--- config.mk ---
export PLATFORM = sky130hd
export DESIGN_NAME = port_pin_mode_control
export DESIGN_NICKNAME = d
export VERILOG_FILES = /design/src/port_mode_pkg.sv /design/src/port_pin_mode_control.sv
export SDC_FILE = /design/constraint.sdc
export NUM_CORES = 1
export LEC_CHECK = 0
export BUFFER_PORTS_ARGS = -buffer_cell sky130_fd_sc_hd__buf_4
export CAP_MARGIN = 20
export CORE_UTILIZATION = 35
export CTS_BUF_LIST = sky130_fd_sc_hd__clkbuf_2
export CTS_CLUSTER_DIAMETER = 80
export DETAILED_ROUTE_END_ITERATION = 12
export PLACE_DENSITY_LB_ADDON = 0.05
export SKIP_CTS_REPAIR_TIMING = 1
export SLEW_MARGIN = 10
export SYNTH_ARGS = -nofsm -noshare
export SYNTH_HDL_FRONTEND = slang
export SYNTH_SLANG_ARGS = --single-unit
--- constraint.sdc ---
create_clock -name pclk -period 4.3 [get_ports pclk]
set_input_delay 0.86 -clock pclk [delete_from_list [all_inputs] [get_ports pclk]]
set_output_delay 0.86 -clock pclk [all_outputs]
set_load 0.005 [all_outputs]
--- src/port_mode_pkg.sv ---
`default_nettype none
package port_mode_pkg;
   // =====================================================
   // register map (byte addresses, one word each)
   localparam logic [11:0] OFF_INPUT_MODE = 12'h000;
   localparam logic [11:0] OFF_OUTPUT_MODE = 12'h004;
   localparam logic [11:0] OFF_LATCH = 12'h008;
   localparam logic [11:0] OFF_GLOBAL_CTRL = 12'h00C;
   localparam logic [11:0] OFF_PAD_READ = 12'h010;
   localparam logic [11:0] OFF_PERIPH_SEL = 12'h014;
   // =====================================================
   // field positions
   localparam int CTRL_XBAR_BIT = 0;
   localparam int CTRL_PUD_BIT = 1;
   localparam int PORT2_BIT = 16;
   // =====================================================
   // reset values
   localparam logic [15:0] RST_INPUT_MODE = 16'hFFFF;
   localparam logic [16:0] RST_OUTPUT_MODE = 17'h00000;
   localparam logic [16:0] RST_LATCH = 17'h1FFFF;
   localparam logic [1:0] RST_GLOBAL_CTRL = 2'h0;
   localparam logic [16:0] RST_PERIPH_SEL = 17'h00000;
   // =====================================================
   // per-pin pad controls
   typedef struct packed {
      logic [16:0] drive_high;
      logic [16:0] drive_low;
      logic [16:0] pullup_on;
      logic [16:0] receiver_on;
   } pad_ctrl_t;
endpackage : port_mode_pkg
`default_nettype wire

--- src/port_pin_mode_control.sv ---
`default_nettype none
// Behaviour
// - pins 0..15 select analog or digital by input-mode bit, with output-mode bit
// - pin 16 is digital only, configured solely by its output-mode bit
// - after reset every pin is high impedance with weak pull-up on
// - crossbar disabled keeps both drivers off on all crossbar pins
// - analog pin disables pull-up, output driver and input receiver
// - analog pin always reads back zero
// - input-mode one makes pin digital; output-mode picks push-pull or open-drain
// - push-pull drives pad high or low from output value
// - open-drain never drives high; low on zero, released on one
// - digital pull-up on when cell released, off when driving low
// - global pull-up disable turns off all weak pull-ups
// - digital pin reads the sensed pad level
module port_pin_mode_control
   import port_mode_pkg::*;
#(
   parameter int NPINS = 17
) (
   // clock and reset
   input wire logic pclk,
   input wire logic presetn,
   // apb slave
   input wire logic psel,
   input wire logic penable,
   input wire logic pwrite,
   input wire logic [11:0] paddr,
   input wire logic [31:0] pwdata,
   input wire logic [3:0] pstrb,
   output logic [31:0] prdata,
   output logic pready,
   output logic pslverr,
   // peripheral side, from crossbar
   input wire logic [NPINS-1:0] periph_assign,
   input wire logic [NPINS-1:0] periph_out,
   // pads
   input wire logic [NPINS-1:0] pad_in,
   output logic [NPINS-1:0] pad_out,
   output logic [NPINS-1:0] pad_oe,
   output logic [NPINS-1:0] pad_pullup,
   output logic [NPINS-1:0] pad_analog,
   output logic [NPINS-1:0] pin_read
);
   // =====================================================
   // register state
   logic [15:0] pin_input_mode_bits_r, pin_input_mode_bits_nxt;
   logic [16:0] pin_output_mode_bits_r, pin_output_mode_bits_nxt;
   logic [16:0] port_latch_bit_r, port_latch_bit_nxt;
   logic crossbar_enable_bit_r, crossbar_enable_bit_nxt;
   logic pullup_global_disable_r, pullup_global_disable_nxt;
   logic [31:0] prdata_r, prdata_nxt;
   logic pslverr_r, pslverr_nxt;
   logic [16:0] pad_sense_r, pad_sense_nxt;
   logic [16:0] digital;
   logic [16:0] out_val;
   logic wr_en, rd_en, addr_ok;
   pad_ctrl_t pc;

   // single-cycle access phase: no wait states
   assign pready = 1'b1;
   assign wr_en = psel & penable & pwrite;
   // read data is registered at the setup edge, so it already stands when the access edge samples it
   assign rd_en = psel & ~penable & ~pwrite;
   assign addr_ok = (paddr == OFF_INPUT_MODE) | (paddr == OFF_OUTPUT_MODE) | (paddr == OFF_LATCH) |
                    (paddr == OFF_GLOBAL_CTRL) | (paddr == OFF_PAD_READ) | (paddr == OFF_PERIPH_SEL);

   // =====================================================
   // pin mode decode
   // per-pin analog select
   assign digital = {1'b1, pin_input_mode_bits_r};
   assign out_val = (periph_assign & periph_out) | (~periph_assign & port_latch_bit_r);

   // pad cell controls per pin
   always_comb begin
      pc = '0;
      for (int i = 0; i < NPINS; i++) begin
         if (digital[i] && crossbar_enable_bit_r) begin
            pc.drive_high[i] = pin_output_mode_bits_r[i] & out_val[i];
            pc.drive_low[i] = ~out_val[i];
         end
         pc.receiver_on[i] = digital[i];
         // released cell keeps pull-up after reset
         pc.pullup_on[i] = digital[i] & ~pc.drive_low[i] & ~pullup_global_disable_r;
      end
   end

   // pad sampling and readback
   always_comb begin
      pad_sense_nxt = pad_in & pc.receiver_on;
   end

   // =====================================================
   // register writes and reads
   always_comb begin
      pin_input_mode_bits_nxt = pin_input_mode_bits_r;
      pin_output_mode_bits_nxt = pin_output_mode_bits_r;
      port_latch_bit_nxt = port_latch_bit_r;
      crossbar_enable_bit_nxt = crossbar_enable_bit_r;
      pullup_global_disable_nxt = pullup_global_disable_r;
      prdata_nxt = prdata_r;
      pslverr_nxt = 1'b0;
      if (psel && !penable) begin
         // setup phase decides the error answer ahead of access
         pslverr_nxt = ~addr_ok;
      end
      if (wr_en && addr_ok) begin
         unique case (paddr)
            OFF_INPUT_MODE: begin
               if (pstrb[0]) pin_input_mode_bits_nxt[7:0] = pwdata[7:0];
               if (pstrb[1]) pin_input_mode_bits_nxt[15:8] = pwdata[15:8];
            end
            OFF_OUTPUT_MODE: begin
               if (pstrb[0]) pin_output_mode_bits_nxt[7:0] = pwdata[7:0];
               if (pstrb[1]) pin_output_mode_bits_nxt[15:8] = pwdata[15:8];
               if (pstrb[2]) pin_output_mode_bits_nxt[PORT2_BIT] = pwdata[PORT2_BIT];
            end
            OFF_LATCH: begin
               // latch bits feed the output value of every pin not assigned to a peripheral
               if (pstrb[0]) port_latch_bit_nxt[7:0] = pwdata[7:0];
               if (pstrb[1]) port_latch_bit_nxt[15:8] = pwdata[15:8];
               if (pstrb[2]) port_latch_bit_nxt[PORT2_BIT] = pwdata[PORT2_BIT];
            end
            OFF_GLOBAL_CTRL: begin
               if (pstrb[0]) begin
                  crossbar_enable_bit_nxt = pwdata[CTRL_XBAR_BIT];
                  pullup_global_disable_nxt = pwdata[CTRL_PUD_BIT];
               end
            end
            default: begin
            end
         endcase
      end
      if (rd_en) begin
         unique case (paddr)
            OFF_INPUT_MODE: prdata_nxt = {16'h0000, pin_input_mode_bits_r};
            OFF_OUTPUT_MODE: prdata_nxt = {15'h0000, pin_output_mode_bits_r};
            OFF_LATCH: prdata_nxt = {15'h0000, port_latch_bit_r};
            OFF_GLOBAL_CTRL: prdata_nxt = {30'h00000000, pullup_global_disable_r, crossbar_enable_bit_r};
            OFF_PAD_READ: prdata_nxt = {15'h0000, pad_sense_r};
            OFF_PERIPH_SEL: prdata_nxt = {15'h0000, periph_assign};
            default: prdata_nxt = 32'h00000000;
         endcase
      end
   end

   // state registers
   always_ff @(posedge pclk or negedge presetn) begin
      if (!presetn) begin
         pin_input_mode_bits_r <= RST_INPUT_MODE;
         pin_output_mode_bits_r <= RST_OUTPUT_MODE;
         port_latch_bit_r <= RST_LATCH;
         crossbar_enable_bit_r <= RST_GLOBAL_CTRL[CTRL_XBAR_BIT];
         pullup_global_disable_r <= RST_GLOBAL_CTRL[CTRL_PUD_BIT];
         prdata_r <= 32'h00000000;
         pslverr_r <= 1'b0;
         pad_sense_r <= 17'h00000;
      end else begin
         pin_input_mode_bits_r <= pin_input_mode_bits_nxt;
         pin_output_mode_bits_r <= pin_output_mode_bits_nxt;
         port_latch_bit_r <= port_latch_bit_nxt;
         crossbar_enable_bit_r <= crossbar_enable_bit_nxt;
         pullup_global_disable_r <= pullup_global_disable_nxt;
         prdata_r <= prdata_nxt;
         pslverr_r <= pslverr_nxt;
         pad_sense_r <= pad_sense_nxt;
      end
   end

   // =====================================================
   // outputs; pad controls combinational so reset shows released pads
   assign prdata = prdata_r;
   assign pslverr = pslverr_r & psel & penable;
   assign pad_out = pc.drive_high;
   assign pad_oe = pc.drive_high | pc.drive_low;
   assign pad_pullup = pc.pullup_on;
   assign pad_analog = ~digital;
   assign pin_read = pad_sense_r;
endmodule : port_pin_mode_control
`default_nettype wire

Word-level counts from Yosys, hierarchy flattened
Cells that the tools add are included.

word-level totals
  bits in registers = 102
  output and inout bits = 119

operators by class
  bitwise operators = 106
  muxes and demuxes = 36
  eq/ne operators = 5
  reductions and logical operators = 29

operators by type and width
  kind                                             number
  case mux 17 bit (6 select lines)                 1
  AND 1 bit                                        56
  AND 17 bit                                       3
  NOT 1 bit                                        38
  2-to-1 mux 1 bit                                 35
  NOT 17 bit                                       2
  OR 17 bit                                        2
  AND reduction 3 bit                              9
  == test 12 x 4 -> 1 bit (second input constant)  2
  == test 12 x 5 -> 1 bit (second input constant)  2
  logical AND 1 bit                                18
  == test 12 x 3 -> 1 bit (second input constant)  1
  logical NOT 12 bit                               1
  OR 1 bit                                         5
  logical NOT 1 bit                                1

Depth between registers and ports, before layout
  depth in word-level cells = 8
  gate-level depth with buffers = 7

Least setup slack after synthesis
OpenSTA, ideal clock, no wires.

  path type = input to register
  start point = in paddr[1]
  end point = reg port_latch_bit_r[0]
  required time = 4,218 ps
  arrival time = 2,274 ps
  stages = 4
  buffers on the path = 0
  setup slack = 1,944 ps
  setup time = 82 ps
  cells stage by stage = nor4_4 nand3_4 nor4_4 mux2_2

between the ends
  word-level cells in the longest chain between the ends = 8
  elaborated cells on any way between the ends = 13
  those cells by class = eq/ne (5); bitwise (5); reduce/logical (3)

RTL lines
  what                                                                  RTL line                      RTL
  from (decl)                                                           port_pin_mode_control.sv:27   input wire logic [11:0] paddr,
  == test 12 x 3 -> 1 bit / logical NOT 12 bit (equally long branches)  port_pin_mode_control.sv:64   assign addr_ok = (paddr == OFF_INPUT_MODE) | (paddr == OFF_OUTPUT_MODE) | (paddr == OFF_LATCH) |
  OR 1 bit (3 in series)                                                port_pin_mode_control.sv:64
  OR 1 bit (2 in series)                                                port_pin_mode_control.sv:65   (paddr == OFF_GLOBAL_CTRL) | (paddr == OFF_PAD_READ) | (paddr == OFF_PERIPH_SEL);
  logical AND 1 bit                                                     port_pin_mode_control.sv:106  if (wr_en && addr_ok) begin
  AND reduction 3 bit (no source line) *                                -
  to (signal assigned)                                                  port_pin_mode_control.sv:160  port_latch_bit_r <= port_latch_bit_nxt;
  to (decl)                                                             port_pin_mode_control.sv:48   logic [16:0] port_latch_bit_r, port_latch_bit_nxt;

Every way passes the cells marked *; elsewhere a longest branch is shown, timed or not.
A chain may end at the register's enable or synchronous reset.

Worst setup path in the final report
  start point = reg crossbar_enable_bit_r
  end point = out pad_out[15]

between the ends
  word-level cells in the longest chain between the ends = 2

RTL lines
  what                    RTL line                      RTL
  from (decl)             port_pin_mode_control.sv:49   logic crossbar_enable_bit_r, crossbar_enable_bit_nxt;
  from (signal assigned)  port_pin_mode_control.sv:152  crossbar_enable_bit_r <= RST_GLOBAL_CTRL[CTRL_XBAR_BIT];
  from (signal assigned)  port_pin_mode_control.sv:161  crossbar_enable_bit_r <= crossbar_enable_bit_nxt;
  logical AND 1 bit       port_pin_mode_control.sv:77   if (digital[i] && crossbar_enable_bit_r) begin
  2-to-1 mux 1 bit        port_pin_mode_control.sv:77
  to (decl)               port_pin_mode_control.sv:38   output logic [NPINS-1:0] pad_out,

Every way passes these cells.

==> impl_metrics.py <==
metrics = {
    "clock_network": {
        "cts_sinks": 87,
        "h-tree-depth": 3,
        "ctsRootBufferMaster": "clkbuf_2",
        "cts-buffers-inserted": 9,
        "cts_buffer_depth": 2,
        "clock_latency_ps": 570,
        "tritoncts": "built",
        "clk_pin_slew_ps": 230,
    },
    "power_and_ir_drop": {
        "switchingPower_uw": 384,
        "power.internal_mw": 1.08,
        "p_sw_share_pct": 26.2,
        "p_seq_share_pct": 56.3,
        "p_per_area_nw_per_um2": 226,
        "clock_power_share_pct": 33.0,
        "ir_drop_mv": 0.101,
        "comb_power_share_pct": 10.7,
        "leakage_nw": 3.15,
    },
    "routing": {
        "drt-initial-drc-count": 101,
        "drc": 0,
        "vias": 4095,
        "routedWlPerCell_um": 19.0,
        "first_pass_iters": 5,
        "routed_via_density": 5.09,
        "postRouteWirelength_um": 15300,
        "ant_nets": 0,
    },
    "setup_path": {
        "worstSetupEndpointType": "primary output",
        "start_kind": "flop",
        "worstPathMaxFanout": 53,
        "worst-endpoint-arrival_ps": 2090,
        "path_class": "reg -> out",
        "required_ps": 3440,
    },
    "floorplan": {
        "initial_core_util_pct": 36.2,
        "die_area_um2": 15000,
        "io_pins": 223,
        "coreArea_um2": 14000,
        "placementRows": 43,
        "die_w_um": 123,
        "die_y_um": 123,
    },
    "worst_hold_path": {
        "min_path_type": "in -> reg",
    },
    "status": {
        "outcome": "finished clean",
    },
    "global_routing": {
        "met3_usage_pct": 3.81,
        "grt_pass1_vias": 4116,
        "grt_pass1_wl_um": 23100,
        "use_met2_pct": 35.0,
        "grt-ovfl-total": 0,
        "top_usage_layer": "met2",
        "grt.total_usage_pct": 20.9,
        "grt_max_degree": 73,
        "antenna_found_initial": 0,
        "grtUsageMet1_pct": 27.3,
    },
    "synth": {
        "synth_area_um2": 5080,
        "netlist_instances": 476,
        "synth-async-reset-ratio_pct": 100,
        "yosysWarnings": 0,
        "ys_ff_latch": 87,
        "synthFlopType": "dfrtp_1",
        "syn_avg_cell_area_um2": 10.7,
        "yosysUniqueCellTypes": 49,
        "seq_area_frac_synth_pct": 43.6,
        "synth_edf_count": 0,
    },
    "sta": {
        "slew_viol_final": 0,
        "min_period_ps": 2950,
        "rsz0062_at_grt": "false",
        "hold_viol": 0,
        "finalSetupViolations": 0,
        "setup-tns-final_ps": 0,
        "slew_headroom_pct": 29.5,
        "fin_crit_sh_pct": 68.7,
        "tightestPinTransition_ps": 1060,
        "fin_skew_ps": 18.4,
        "clock.fmax_ghz": 0.339,
    },
    "cells_and_area": {
        "drive_above_1_share_pct": 49.0,
        "final.fill_count": 1332,
        "final_cell_mix": "191 x buf_4, 53 x dfrtp_1, 52 x mux2_2",
        "final_common_cell": "buf_4",
        "nNetsFinal": 724,
        "final_cell_area_um2": 6480,
        "antennaDiodeCount": 0,
        "area_delta_synth_final_pct": 27.4,
    },
    "placed_design": {
        "place_area_um2": 6340,
        "gp_congestion": 0.759,
        "portBuffers": 189,
        "dpl.hpwl_um": 10600,
    },
    "flow_run": {
        "cap_violations": 0,
    },
}
area by class of cell:
class | instances | area [um^2] | area share, %
clock inverter | 7 | 87.6 | 1.35
timing repair buffer | 192 | 1450 | 22.3
sequential | 87 | 2220 | 34.3
multi-input combinational | 313 | 2390 | 36.9
clock buffer | 9 | 45.0 | 0.696
tap | 180 | 225 | 3.48
inverter | 17 | 63.8 | 0.985
power by group through the flow:
stage	registers, mW	clock network [mW]	logic (mW)
finish	0.824	0.483	0.157
global route	0.825	0.531	0.172
CTS	0.824	0.498	0.159
detailed placement	0.836	0	0.159
global placement	0.836	0	0.155
floorplan	0.836	0	0.0610
cell families after synthesis:
family | Yosys count | synth area share, %
simple gates | 120 | 13.4
flops | 87 | 43.6
buf+inv | 91 | 10.6
mux | 88 | 18.6
compound gates | 88 | 13.6
other cells | 2 | 0.148
cell usage after synthesis, types with 3 or more instances:
| cell type | count | area [um^2] |
|---|---|---|
| and2_1 | 16 | 100 |
| mux2_2 | 52 | 586 |
| a32o_1 | 12 | 120 |
| nand3_1 | 16 | 80.1 |
| clkbuf_1 | 18 | 67.6 |
| o21ai_0 | 18 | 90.1 |
| dfrtp_1 | 54 | 1350 |
| buf_2 | 4 | 20.0 |
| o211a_1 | 16 | 160 |
| nor4_4 | 3 | 63.8 |
| nand2_1 | 23 | 86.3 |
| buf_4 | 51 | 383 |
| dfstp_2 | 33 | 867 |
| mux2i_1 | 35 | 350 |
| inv_1 | 17 | 63.8 |
| nor2_1 | 35 | 131 |
| a211oi_1 | 28 | 210 |
metal layers:
metal	share of wire (%)	routed length, um
met5	0	0
met4	1.2	182
met3	6.6	1010
met2	48	7310
met1	44	6780
through the flow:
| stage | worst slack (ps) | total power, mW | hold slack [ps] | cells | utilization, % |
|---|---|---|---|---|---|
| final | 1350 | 1.46 | 383 | 805 | 46.1 |
| after global placement | 1260 | 0.991 | 463 | 788 | 45.1 |
| after floorplan | 1940 | 0.897 | 473 | 491 | - |
| after global routing | 1130 | 1.53 | 323 | 805 | 46.1 |
| after detailed placement | 1160 | 0.996 | 472 | 789 | 45.2 |
| after CTS | 1270 | 1.48 | 331 | 805 | 46.1 |
sequential cells by signal, summed over array words and instances (netlist names):
signal	count
pin_output_mode_bits_r	17
pin_read	17
port_latch_bit_r	17
prdata	17
pin_input_mode_bits_r	16
crossbar_enable_bit_r	1
pslverr_r	1
pullup_global_disable_r	1
critical path, stage by stage (launching register included):
cell and delay (ps):
dfrtp_2 1070, nand3_1 160, nor2_1 160, buf_4 130
worst paths after layout:
kind | start | slack (ps) | to | cells after the start
max | crossbar_enable_bit_r$_DFFE_PN0P_ | 1350 | pad_out[15] | 3
min | pad_in[16] | 380 | pin_read[16]$_DFF_PN0_ | 1
max reg2reg | crossbar_enable_bit_r$_DFFE_PN0P_ | 2490 | prdata[0]$_DFFE_PN0P_ | 4
min reg2reg | prdata[5]$_DFFE_PN0P_ | 520 | prdata[5]$_DFFE_PN0P_ | 2
max in group asynchronous | presetn | 3060 | pin_input_mode_bits_r[12]$_DFFE_PN1P_ | 2
min in group asynchronous | presetn | 390 | pin_read[2]$_DFF_PN0_ | 1
Note: power is estimated with default switching activity, not from simulation.
